[src/common/pie_pkg.sv]
package pie_pkg;
  // ************************************************************
  // Register map and field positions
  // ************************************************************
  localparam logic [3:0] ENABLE_A_OFFSET = 4'h0;
  localparam logic [3:0] ENABLE_D_OFFSET = 4'h1;
  localparam logic [3:0] CONTROL_OFFSET = 4'h2;
  localparam logic [3:0] STATUS_OFFSET = 4'h3;
  localparam logic [3:0] MASK_OFFSET = 4'h4;
  localparam logic [3:0] PENDING_OFFSET = 4'h5;
  localparam logic [7:0] ENABLE_A_RESET = 8'h00;
  localparam logic [7:0] ENABLE_D_RESET = 8'h00;
  localparam logic [7:0] ENABLE_D_IMPL = 8'h33;
  localparam logic [7:0] CONTROL_RESET = 8'h00;
  localparam int CONTROL_MASTER_BIT = 6;
  localparam logic [7:0] STATUS_RESET = 8'h00;
  localparam logic [7:0] MASK_RESET = 8'h00;
  localparam int STATUS_REQ_RISE_BIT = 0;
  localparam int STATUS_REQ_FALL_BIT = 1;
  localparam int SOURCE_COUNT = 12;

  // Source flags from the peripherals, in enable-bit order
  typedef struct packed {
    logic [7:0] group_a;
    logic [7:0] group_d;
  } pie_flags_t;

  // Register port request
  typedef struct packed {
    logic [3:0] addr;
    logic [7:0] wdata;
    logic wr;
    logic rd;
  } pie_bus_req_t;
endpackage : pie_pkg

[src/logic/pie_bus_slave.sv]
`timescale 1ns/1ps
// ************************************************************
// Register port decode
// ************************************************************
module pie_bus_slave (
  input wire pie_pkg::pie_bus_req_t req,
  output logic wr_a,
  output logic wr_d,
  output logic wr_ctrl,
  output logic wr_mask,
  output logic rd_status
);
  // Strobe decode per register
  always_comb begin
    wr_a = req.wr && (req.addr == pie_pkg::ENABLE_A_OFFSET);
    wr_d = req.wr && (req.addr == pie_pkg::ENABLE_D_OFFSET);
    wr_ctrl = req.wr && (req.addr == pie_pkg::CONTROL_OFFSET);
    wr_mask = req.wr && (req.addr == pie_pkg::MASK_OFFSET);
    rd_status = req.rd && (req.addr == pie_pkg::STATUS_OFFSET);
  end
endmodule : pie_bus_slave

[src/logic/pie_gate.sv]
`timescale 1ns/1ps
// ************************************************************
// Per-source enable gating
// ************************************************************
module pie_gate #(
  parameter int WIDTH = 16
) (
  input wire logic [WIDTH-1:0] flags,
  input wire logic [WIDTH-1:0] enables,
  input wire logic master,
  output logic [WIDTH-1:0] pending,
  output logic request
);
  genvar i;
  // One AND gate per source
  generate
    for (i = 0; i < WIDTH; i++) begin : g_src
      assign pending[i] = flags[i] & enables[i];
    end
  endgenerate
  assign request = master & (|pending);
endmodule : pie_gate

[src/logic/pie_top.sv]
// Chosen here: the plain strobed port and the address map.
`timescale 1ns/1ps
// Notes on behaviour
// - Enable A bit 6 gates conversion done interrupt.
// - Enable A bit 5 gates serial receive interrupt.
// - Enable A bit 4 gates serial transmit interrupt.
// - Enable A bit 3 gates synchronous serial interrupt.
// - Enable A bit 2 gates capture/compare one interrupt.
// - Enable A bit 1 gates second timer period match interrupt.
// - Enable A bit 0 gates first timer overflow interrupt.
// - periph_irq_req stays low unless the master peripheral enable is set; latched status bits still drive irq.
// - Enable D bit 1 gates switch controller B shutdown interrupt.
// - Enable D bit 0 gates switch controller A shutdown interrupt.
// - Enable D bits 7-6 and 3-2 ignore writes, read zero.
// - All implemented enable bits read/write and reset to zero.
module pie_top (
  input wire logic clk,
  input wire logic rst,
  input wire logic [3:0] addr,
  input wire logic [7:0] wdata,
  input wire logic wr,
  input wire logic rd,
  input wire pie_pkg::pie_flags_t flags,
  output logic [7:0] rdata,
  output logic periph_irq_req,
  output logic irq
);
  // ************************************************************
  // Storage
  // ************************************************************
  logic [7:0] peripheral_irq_enable_a_reg;
  logic [7:0] peripheral_irq_enable_d_reg;
  logic [7:0] interrupt_control_reg;
  logic [7:0] status_reg;
  logic [7:0] mask_reg;
  logic req_prev_reg;
  logic wr_a, wr_d, wr_ctrl, wr_mask, rd_status;
  logic request;
  logic [7:0] events;
  logic [7:0] status_next;
  logic [7:0] rdata_next;
  pie_pkg::pie_bus_req_t bus_req;

  assign bus_req = '{addr: addr, wdata: wdata, wr: wr, rd: rd};

  // Register strobes
  pie_bus_slave u_bus (
    .req(bus_req),
    .wr_a(wr_a),
    .wr_d(wr_d),
    .wr_ctrl(wr_ctrl),
    .wr_mask(wr_mask),
    .rd_status(rd_status)
  );

  // Source gating, A sources in the high byte
  pie_gate #(
    .WIDTH(16)
  ) u_gate (
    .flags({flags.group_a, flags.group_d}),
    .enables({peripheral_irq_enable_a_reg, peripheral_irq_enable_d_reg}),
    .master(interrupt_control_reg[pie_pkg::CONTROL_MASTER_BIT]),
    .pending(),
    .request(request)
  );

  // ************************************************************
  // Enable registers
  // ************************************************************
  // Enable A, all eight bits implemented
  always_ff @(posedge clk) begin
    if (rst) begin
      peripheral_irq_enable_a_reg <= pie_pkg::ENABLE_A_RESET;
    end else if (wr_a) begin
      peripheral_irq_enable_a_reg <= wdata;
    end
  end

  // Enable D, unimplemented bits held at zero
  always_ff @(posedge clk) begin
    if (rst) begin
      peripheral_irq_enable_d_reg <= pie_pkg::ENABLE_D_RESET;
    end else if (wr_d) begin
      peripheral_irq_enable_d_reg <= wdata & pie_pkg::ENABLE_D_IMPL;
    end
  end

  // Interrupt control, master peripheral enable only
  always_ff @(posedge clk) begin
    if (rst) begin
      interrupt_control_reg <= pie_pkg::CONTROL_RESET;
    end else if (wr_ctrl) begin
      interrupt_control_reg <= wdata & (8'h01 << pie_pkg::CONTROL_MASTER_BIT);
    end
  end

  // ************************************************************
  // Event status and mask
  // ************************************************************
  always_ff @(posedge clk) begin
    if (rst) begin
      req_prev_reg <= 1'b0;
    end else begin
      req_prev_reg <= request;
    end
  end

  // Request edges as events
  always_comb begin
    events = 8'h00;
    events[pie_pkg::STATUS_REQ_RISE_BIT] = request & ~req_prev_reg;
    events[pie_pkg::STATUS_REQ_FALL_BIT] = ~request & req_prev_reg;
  end

  // Next status, a read clears but a new event still sets
  always_comb begin
    if (rd_status) begin
      status_next = events;
    end else begin
      status_next = status_reg | events;
    end
  end

  // Sticky bits, cleared by read, set wins
  always_ff @(posedge clk) begin
    if (rst) begin
      status_reg <= pie_pkg::STATUS_RESET;
    end else begin
      status_reg <= status_next;
    end
  end

  always_ff @(posedge clk) begin
    if (rst) begin
      mask_reg <= pie_pkg::MASK_RESET;
    end else if (wr_mask) begin
      mask_reg <= wdata;
    end
  end

  // ************************************************************
  // Outputs
  // ************************************************************
  always_ff @(posedge clk) begin
    if (rst) begin
      periph_irq_req <= 1'b0;
      irq <= 1'b0;
    end else begin
      periph_irq_req <= request;
      irq <= |(status_next & mask_reg); // Tracks the status value it is loaded beside
    end
  end

  // Read mux
  always_comb begin
    case (addr)
      pie_pkg::ENABLE_A_OFFSET: rdata_next = peripheral_irq_enable_a_reg;
      pie_pkg::ENABLE_D_OFFSET: rdata_next = peripheral_irq_enable_d_reg;
      pie_pkg::CONTROL_OFFSET: rdata_next = interrupt_control_reg;
      pie_pkg::STATUS_OFFSET: rdata_next = status_reg;
      pie_pkg::MASK_OFFSET: rdata_next = mask_reg;
      pie_pkg::PENDING_OFFSET: rdata_next = {7'h00, request};
      default: rdata_next = 8'h00;
    endcase
  end

  always_ff @(posedge clk) begin
    if (rst) begin
      rdata <= 8'h00;
    end else if (rd) begin
      rdata <= rdata_next;
    end else begin
      rdata <= 8'h00;
    end
  end
endmodule : pie_top

[config.mk]
export PLATFORM = sky130hd
export DESIGN_NAME = pie_top
export DESIGN_NICKNAME = d
export VERILOG_FILES = /design/src/common/pie_pkg.sv /design/src/logic/pie_bus_slave.sv /design/src/logic/pie_gate.sv /design/src/logic/pie_top.sv
export SDC_FILE = /design/constraint.sdc
export NUM_CORES = 1
export LEC_CHECK = 0
export ABC_CLOCK_PERIOD_IN_PS = 2300
export BUFFER_PORTS_ARGS = -buffer_cell sky130_fd_sc_hd__buf_2
export CORE_UTILIZATION = 45
export DETAILED_ROUTE_END_ITERATION = 7
export PLACE_DENSITY_LB_ADDON = 0.2
export SLEW_MARGIN = 40
export SYNTH_ARGS = -nofsm -noshare
export SYNTH_HDL_FRONTEND = slang
export SYNTH_HIERARCHICAL = 1
export SYNTH_SLANG_ARGS = --single-unit
[constraint.sdc]
create_clock -name clk -period 2.3 [get_ports clk]
set_input_delay 0.115 -clock clk [delete_from_list [all_inputs] [get_ports clk]]
set_output_delay 0.115 -clock clk [all_outputs]
set_load 0.005 [all_outputs]
==> impl_metrics.py, run 1 <==
metrics = {
    "yosys": {
        "syn_inst": 179,
        "synth_area_leader_cell": "dfxtp_1",
        "ys_top_cells_by_count": "dfxtp_1, nor2_1, mux2i_1",
        "synth_cell_types": 33,
        "synth_edf_count": 0,
        "synthFlopType": "dfxtp_1",
        "synth_warnings": 6,
        "synthTopCellsByArea": "dfxtp_1, mux2i_1, and2_1",
        "synth.yosys.seq_area_share": 0.445,
        "async_reset_ff_frac": 0,
        "yosysMostFrequentCell": "dfxtp_1",
        "avgSynthCellArea_um2": 9.79,
        "ys_seq_elements": 39,
        "syn-cell-area_um2": 1750,
        "synth.top_cell.area_share": 0.445,
    },
    "floorplan": {
        "dieArea_um2": 4150,
        "die_y_um": 64.4,
        "rows": 22,
        "die_x_um": 64.4,
        "core-area_um2": 3690,
        "start_util": 0.475,
        "io_pins": 42,
    },
    "power": {
        "p_leak_nw": 0.863,
        "p_sw_frac": 0.197,
        "vdd_ir_drop_max_mv": 0.427,
        "p_comb_frac": 0.065,
        "p_per_area_nw_per_um2": 677,
        "clockPowerShare": 0.460,
        "internal_power_mw": 1.16,
        "p_seq_frac": 0.475,
        "power_switching_uw": 284,
    },
    "clocking": {
        "h-tree-depth": 2,
        "cts_resized": 0,
        "clk_root_buffer_cell": "clkbuf_8",
        "hold_buffers": 0,
        "postCtsSetupBuffers": 0,
        "clk_path_buf_depth": 2,
        "cts_tree": "built",
        "clkLatencyLatePin_ns": 0.29,
        "cts_buffers": 5,
        "clk_pin_slew_ns": 0.07,
        "clock_sinks": 39,
    },
    "global_routing": {
        "grt_pass1_wl_um": 6380,
        "grt.overflow.total": 0,
        "grt_max_degree": 28,
        "grt_use_total": 0.205,
        "grt_pass1_vias": 1344,
        "antenna_found_initial": 0,
    },
    "routing": {
        "ant_nets": 0,
        "drc": 0,
        "vias": 1418,
        "postRouteWirelength_um": 3790,
        "vias_per_cell": 5.21,
        "dr_wl_met2_um": 1790,
        "drt_iter0_markers": 80,
        "wl_per_cell_um": 13.9,
        "dr_wl_met3_um": 190,
        "wl_met1_um": 1770,
        "drtPass1Iterations": 4,
        "top_layer_used": "met4",
    },
    "sta": {
        "finClkSkew_ns": 0.00200,
        "fin_crit_sh": 0.956,
        "rsz0062_at_grt": "no",
        "worst_pin_slew_ns": 0.534,
        "drv_slew": 0,
        "hold_violations": 0,
        "slew_headroom": 0.642,
        "fmax_ghz": 0.455,
        "min_period_ns": 2.20,
        "setup_violations": 0,
        "finalSetupTns_ns": 0,
    },
    "worst_setup_path": {
        "crit_end": "rdata[0]",
        "rr_endpoint": "rdata[0]",
        "arrival_ns": 2.37,
        "path_max_fanout": 3,
        "worst-endpoint-required_ns": 2.47,
        "setup.worst_path.class": "flop to flop",
        "crit_path_end_kind": "flop",
        "setup.worst_path.start": "peripheral_irq_enable_a_reg[2]",
        "start_kind": "flop",
        "rrSetupSlack_ns": 0.10,
        "r2r_start": "peripheral_irq_enable_a_reg[2]",
        "r2r_cells": 6,
    },
    "placed_design": {
        "hpwl_um": 2850,
        "numPortBuffers": 41,
        "gp_congestion": 0.819,
        "place_inst": 264,
    },
    "job": {
        "max-cap-violations": 0,
    },
    "cells_and_area": {
        "diodes": 0,
        "final_cells": 272,
        "area_growth_pct": 21.6,
        "final_layout_size_suffix_gt1_frac": 0.295,
        "layout.nets": 255,
    },
    "outcome": {
        "status": "completed",
    },
    "hold_path": {
        "hold_class": "input port to flop",
    },
}
## routing by layer
| metal | vias up | GRT usage |
|---|---|---|
| li1 | 713 | - |
| met1 | 667 | 0.265 |
| met2 | 33 | 0.334 |
| met3 | 5 | 0.0563 |
| met4 | 0 | 0.0583 |
| met5 | - | 0 |
## cell usage in the layout, fill, tap and decap left out, types with 3 or more instances in the layout
cell type,n
nand2_1,5
conb_1,4
a2bb2oi_1,3
nor2_1,29
clkbuf_8,5
a22oi_1,6
mux2_2,3
mux2i_1,25
nor3_1,3
nor2b_1,7
or4_1,3
dfxtp_1,37
o22ai_1,3
and2_1,21
buf_2,41
## worst max-delay path, stage by stage, from the launching register on
cell     delay, ns
dfxtp_2       0.33
and2_1        0.13
or4_4         0.53
o41a_1        0.44
mux4_2        0.48
a22oi_2       0.13
nor2_1        0.05
## area by class of cell
cell class,count,area (um2)
Clock buffer,6,72.6
Tap cell,48,60.1
Clock inverter,2,60.1
Multi-Input combinational cell,134,935
Sequential cell,39,783
Fill cell,346,1560
Timing Repair Buffer,43,220
## power groups by stage
stage / Clock [mW] / Sequential (mW) / Combinational, mW
3_5_place_dp: 0 / 0.700 / 0.0923
5_1_grt: 0.710 / 0.685 / 0.103
2_1_floorplan: 0 / 0.698 / 0.0530
6_report: 0.663 / 0.685 / 0.0938
3_3_place_gp: 0 / 0.700 / 0.0935
4_1_cts: 0.679 / 0.684 / 0.0928
## logic make-up (layout without fill, tap and decap cells)
group / after synthesis / count (layout) / synth area share
other: 1 / 4 / 0.00214
AND/OR/NAND/NOR: 79 / 79 / 0.249
flip-flops: 39 / 39 / 0.445
multiplexers: 29 / 29 / 0.175
AO/OA/AOI/OAI: 22 / 22 / 0.0985
buffers and inverters: 9 / 51 / 0.0300
## per-stage QoR
step	worst slack, ns	utilization	hold slack (ns)	total power, mW	cell area [um2]
floorplan	0.163	-	0.262	0.751	1760
global placement	0.130	0.540	0.378	0.793	1990
detailed placement	0.0842	0.540	0.377	0.792	1990
CTS	0.0700	0.576	0.0745	1.46	2120
global route	0.0171	0.578	0.0933	1.50	2130
finish	0.101	0.578	0.0818	1.44	2130
## how the worst min path moves through the flow
stage,to,slack [ns],start,cells past startpoint
floorplan,interrupt_control_reg[6],0.26,wdata[6],2
global placement,peripheral_irq_enable_a_reg[7],0.38,wdata[7],3
detailed placement,peripheral_irq_enable_a_reg[7],0.38,wdata[7],3
CTS,peripheral_irq_enable_a_reg[7],0.07,wdata[7],3
global route,peripheral_irq_enable_a_reg[7],0.09,wdata[7],3
finish,peripheral_irq_enable_a_reg[7],0.08,wdata[7],3
No activity file was read; power rests on OpenSTA's default activity.
==> inputs of run 2 (changes only) <==
--- a/config.mk
+++ b/config.mk
@@ -9,7 +9,7 @@
 export BUFFER_PORTS_ARGS = -buffer_cell sky130_fd_sc_hd__buf_2
 export CORE_UTILIZATION = 45
 export DETAILED_ROUTE_END_ITERATION = 7
-export PLACE_DENSITY_LB_ADDON = 0.2
+export PLACE_DENSITY = 0.69
 export SLEW_MARGIN = 40
 export SYNTH_ARGS = -nofsm -noshare
 export SYNTH_HDL_FRONTEND = slang
==> impl_metrics.py, run 2 (synthesized netlist as in run 1, its figures left out) <==
metrics = {
    "power": {
        "p_per_area_nw_per_um2": 593,
        "vdd_ir_drop_max_mv": 0.440,
        "p_leak_nw": 0.837,
        "finalPower_mw": 1.24,
    },
    "worst_setup_path": {
        "path_buf_inv": 0,
        "worstPathCellList": "and2_1 > or4_4 > o41a_1 > mux4_2 > a22oi_2 > nor2_1",
        "worst-endpoint-required_ns": 2.47,
        "arrival_ns": 2.39,
        "r2r_cells": 6,
        "rr_endpoint": "rdata[0]",
        "critPathSlowestCell": "or4_4",
        "start_kind": "flop",
        "setup.worst_path.class": "flop to flop",
        "path_max_fanout": 3,
        "crit_path_end_kind": "flop",
        "r2r_start": "peripheral_irq_enable_a_reg[2]",
        "rrSetupSlack_ns": 0.08,
        "max_stage_delay_ns": 0.52,
        "cp_top_family": "simple AND/OR/NAND/NOR gates",
    },
    "routing": {
        "vias": 1399,
        "postRouteWirelength_um": 3830,
        "drtPass1Iterations": 4,
        "vias_per_cell": 5.14,
        "drc": 0,
        "drt_iter0_markers": 66,
        "ant_nets": 0,
        "wl_per_cell_um": 14.1,
    },
    "floorplan": {
        "io_pins": 42,
        "dieArea_um2": 4150,
        "rows": 22,
        "die_x_um": 64.4,
        "die_y_um": 64.4,
        "start_util": 0.475,
        "core-area_um2": 3690,
    },
    "cells_and_area": {
        "diodes": 0,
        "layout.area.seq_um2": 782,
        "multi_input_area_um2": 935,
        "final_common_cell": "buf_2",
        "nFillCells": 354,
        "final_layout_size_suffix_gt1_frac": 0.295,
        "layout.nets": 255,
        "final_cells": 272,
        "final_util": 0.565,
        "area_growth_pct": 19.0,
        "design_area_um2": 2090,
        "mostFrequentLayoutCells": "buf_2, dfxtp_1, nor2_1",
    },
    "sta": {
        "slew_headroom": 0.656,
        "worst_pin_slew_ns": 0.512,
        "hold_violations": 0,
        "timing.hold.ws_ns": 0.0784,
        "finalSetupTns_ns": 0,
        "min_period_ns": 2.22,
        "finClkSkew_ns": 0.00530,
        "setup_violations": 0,
        "fin_crit_sh": 0.965,
        "fmax_ghz": 0.451,
        "drv_slew": 0,
        "finalWorstSetupSlack_ns": 0.0806,
    },
    "global_routing": {
        "grt_max_degree": 28,
        "grt.overflow.total": 0,
        "antenna_found_initial": 0,
        "grt_pass1_vias": 1365,
        "grt_use_total": 0.207,
        "grt_pass1_wl_um": 6430,
    },
    "placed_design": {
        "post_dp_cell_area_um2": 1990,
        "hpwl_um": 2830,
        "post-place-ws_ns": 0.0927,
        "gp_congestion": 0.830,
        "numPortBuffers": 41,
        "place_inst": 264,
    },
    "clocking": {
        "cts_buffers": 5,
        "clk_path_buf_depth": 2,
        "h-tree-depth": 2,
        "clock_sinks": 39,
        "clk_pin_slew_ns": 0.07,
        "cts_tree": "built",
        "clkLatencyLatePin_ns": 0.29,
        "clk_root_buffer_cell": "clkbuf_8",
    },
    "hold_path": {
        "hold_depth": 3,
        "holdCritStartpoint": "wdata[3]",
        "hold_class": "input port to flop",
        "hold_end": "mask_reg[3]",
    },
    "job": {
        "max-cap-violations": 0,
    },
    "outcome": {
        "status": "completed",
    },
}
==> run 2: cell types whose count changed in the layout (fill, tap and decap cells not counted), sizes merged <==
cell      change
bufinv        -2
clkbuf        -1
clkinvlp      +2
clkinv        +1
==> run 2: layout make-up <==
class                   instances  share of cell area
clock buffers                   5              0.0330
clock inverters                 3             0.00960
multi-input cells             134               0.448
flip-flops and latches         39               0.375
well taps                      48              0.0288
repair buffers                 43               0.106
==> run 2: power breakdown <==
group | internal [mW] | switching [mW] | total (mW) | leakage [nW]
clock network | 0.211 | 0.248 | 0.459 | 0.0402
logic | 0.0443 | 0.0507 | 0.0950 | 0.482
registers | 0.680 | 0.00404 | 0.684 | 0.315
total | 0.935 | 0.303 | 1.24 | 0.837
==> run 2: metal layers <==
metal,vias to the layer above,GRT usage,share of wire
li1,709,-,-
met1,650,0.279,0.48
met2,35,0.318,0.47
met3,5,0.0458,0.044
met4,0,0.0861,0.010
met5,-,0,0
==> run 2: repair_timing <==
item	4_1_cts	5_1_grt
resized for setup	0	2
setup endpoints to repair	0	1
hold buffers	0	0
buffers inserted	0	0
==> run 2: tightest hold or removal path, stage by stage <==
cell and delay, ns:
buf_2 0.09, mux2i_1 0.06, nor2_1 0.07
==> run 2: worst max-delay path by stage <==
stage / startpoint / endpoint / cells after the start
finish: peripheral_irq_enable_a_reg[2] / rdata[0] / 6
global route: peripheral_irq_enable_a_reg[2] / rdata[0] / 6
CTS: peripheral_irq_enable_d_reg[4] / rdata[0] / 6
detailed placement: peripheral_irq_enable_d_reg[4] / rdata[0] / 6
global placement: peripheral_irq_enable_d_reg[4] / rdata[0] / 6
floorplan: peripheral_irq_enable_d_reg[4] / rdata[0] / 6
==> inputs of run 3 (changes only) <==
--- a/config.mk
+++ b/config.mk
@@ -5,7 +5,7 @@
 export SDC_FILE = /design/constraint.sdc
 export NUM_CORES = 1
 export LEC_CHECK = 0
-export ABC_CLOCK_PERIOD_IN_PS = 2300
+export ABC_CLOCK_PERIOD_IN_PS = 2240
 export BUFFER_PORTS_ARGS = -buffer_cell sky130_fd_sc_hd__buf_2
 export CORE_UTILIZATION = 45
 export DETAILED_ROUTE_END_ITERATION = 7
==> constraint.sdc (replaced) <==
create_clock -name clk -period 2.24 [get_ports clk]
set_input_delay 0.112 -clock clk [delete_from_list [all_inputs] [get_ports clk]]
set_output_delay 0.112 -clock clk [all_outputs]
set_load 0.005 [all_outputs]
==> impl_metrics.py, run 3 (synthesized netlist as in run 1, its figures left out) <==
metrics = {
    "global_routing": {
        "grt_pass1_wl_um": 6330,
        "grt_max_degree": 28,
        "grt.overflow.total": 0,
        "grt_use_total": 0.205,
        "antenna_found_initial": 0,
        "grt_pass1_vias": 1356,
    },
    "worst_setup_path": {
        "worst-endpoint-required_ns": 2.42,
        "rrSetupSlack_ns": 0.03,
        "path_max_fanout": 2,
        "max_stage_delay_ns": 0.51,
        "arrival_ns": 2.38,
        "rr_endpoint": "rdata[0]",
        "start_kind": "flop",
        "setup.worst_path.class": "flop to flop",
        "r2r_start": "peripheral_irq_enable_d_reg[4]",
        "crit_path_end_kind": "flop",
        "critPathSlowestCell": "or4_4",
        "worstPathCellList": "and2_4 > or4_4 > o41a_1 > mux4_2 > a22oi_2 > nor2_1",
        "r2r_cells": 6,
    },
    "clocking": {
        "clk_path_buf_depth": 2,
        "clk_root_buffer_cell": "clkbuf_8",
        "hold_buffers": 0,
        "clkLatencyLatePin_ns": 0.29,
        "clk_pin_slew_ns": 0.07,
        "cts_buffers": 5,
        "clock_sinks": 39,
        "h-tree-depth": 2,
        "cts_tree": "built",
    },
    "floorplan": {
        "rows": 22,
        "core-area_um2": 3690,
        "dieArea_um2": 4150,
        "io_pins": 42,
        "start_util": 0.475,
        "die_y_um": 64.4,
        "die_x_um": 64.4,
    },
    "placed_design": {
        "gp_congestion": 0.810,
        "numPortBuffers": 41,
        "hpwl_um": 2820,
    },
    "routing": {
        "drt_iter0_markers": 89,
        "ant_nets": 0,
        "vias_per_cell": 5.08,
        "drtPass1Iterations": 4,
        "drc": 0,
        "vias": 1393,
        "postRouteWirelength_um": 3820,
        "wl_per_cell_um": 13.9,
    },
    "sta": {
        "fin_crit_sh": 0.985,
        "finClkSkew_ns": 0.00549,
        "timing.hold.ws_ns": 0.0788,
        "worst_pin_slew_ns": 0.530,
        "setup_violations": 0,
        "fmax_ghz": 0.453,
        "slew_headroom": 0.644,
        "drv_slew": 0,
        "hold_violations": 0,
        "rsz0062_at_grt": "yes",
        "min_period_ns": 2.21,
    },
    "cells_and_area": {
        "layout.nets": 257,
        "area_growth_pct": 21.7,
        "diodes": 0,
        "final_common_cell": "buf_2",
        "mostFrequentLayoutCells": "buf_2, dfxtp_1, nor2_1",
        "final_layout_size_suffix_gt1_frac": 0.319,
    },
    "hold_path": {
        "hold_class": "input port to flop",
        "hold_end": "peripheral_irq_enable_a_reg[3]",
        "holdCritStartpoint": "wdata[3]",
        "hold_depth": 3,
    },
    "power": {
        "finalPower_mw": 1.38,
        "p_leak_nw": 0.868,
        "p_per_area_nw_per_um2": 647,
        "vdd_ir_drop_max_mv": 0.445,
    },
    "job": {
        "max-cap-violations": 0,
    },
    "outcome": {
        "status": "completed",
    },
}
[run 3: how the worst max path moves through the flow]
stage,start,to,slack (ns),cells past startpoint
floorplan,peripheral_irq_enable_d_reg[4],rdata[0],0.10,6
global placement,peripheral_irq_enable_d_reg[4],rdata[0],0.07,6
detailed placement,peripheral_irq_enable_d_reg[4],rdata[0],0.01,6
CTS,peripheral_irq_enable_a_reg[2],rdata[0],0.01,6
global route,peripheral_irq_enable_d_reg[4],rdata[0],-0.01,6
finish,peripheral_irq_enable_d_reg[4],rdata[0],0.03,6
[run 3: power breakdown]
group	switching (mW)	total, mW	internal [mW]
Clock	0.248	0.579	0.331
Combinational	0.0509	0.0980	0.0471
Sequential	0.00412	0.702	0.698
Total	0.303	1.38	1.08
[run 3: cell type report]
type	count	area, um2
Clock buffer	5	68.8
Clock inverter	3	43.8
Fill cell	350	1560
Multi-Input combinational cell	134	941
Sequential cell	39	785
Tap cell	48	60.1
Timing Repair Buffer	45	235
[run 3: layer usage]
metal,vias to the layer above,wire [um],track usage
met5,-,0,0
met4,0,54,0.0778
met3,5,153,0.0546
met2,32,1790,0.336
met1,642,1820,0.255
li1,714,-,-
[run 3: metrics by stage]
stage	util	cell area, um2	instances	setup TNS (ns)	setup slack, ns
5_1_grt	0.578	2130	274	-0.0101	-0.0101
6_report	0.578	2130	274	0	0.0343
2_1_floorplan	-	1760	182	0	0.103
4_1_cts	0.574	2120	273	0	0.0129
3_3_place_gp	0.540	1990	264	0	0.0668
3_5_place_dp	0.540	1990	264	0	0.0102
[run 3: repair_timing]
item                                    in CTS  in global routing
endpoints found under the setup margin       1                  2
pin swaps                                    2                  2
setup buffers                                1                  1
resized for setup                            2                  5
[run 3: worst max-delay path: cells and delay by family (launching register included)]
| kind | cells | cell delay, ns |
|---|---|---|
| AND/OR/NAND/NOR | 3 | 0.69 |
| AO/OA/AOI/OAI | 2 | 0.59 |
| multiplexers | 1 | 0.50 |
| flip-flops | 1 | 0.32 |
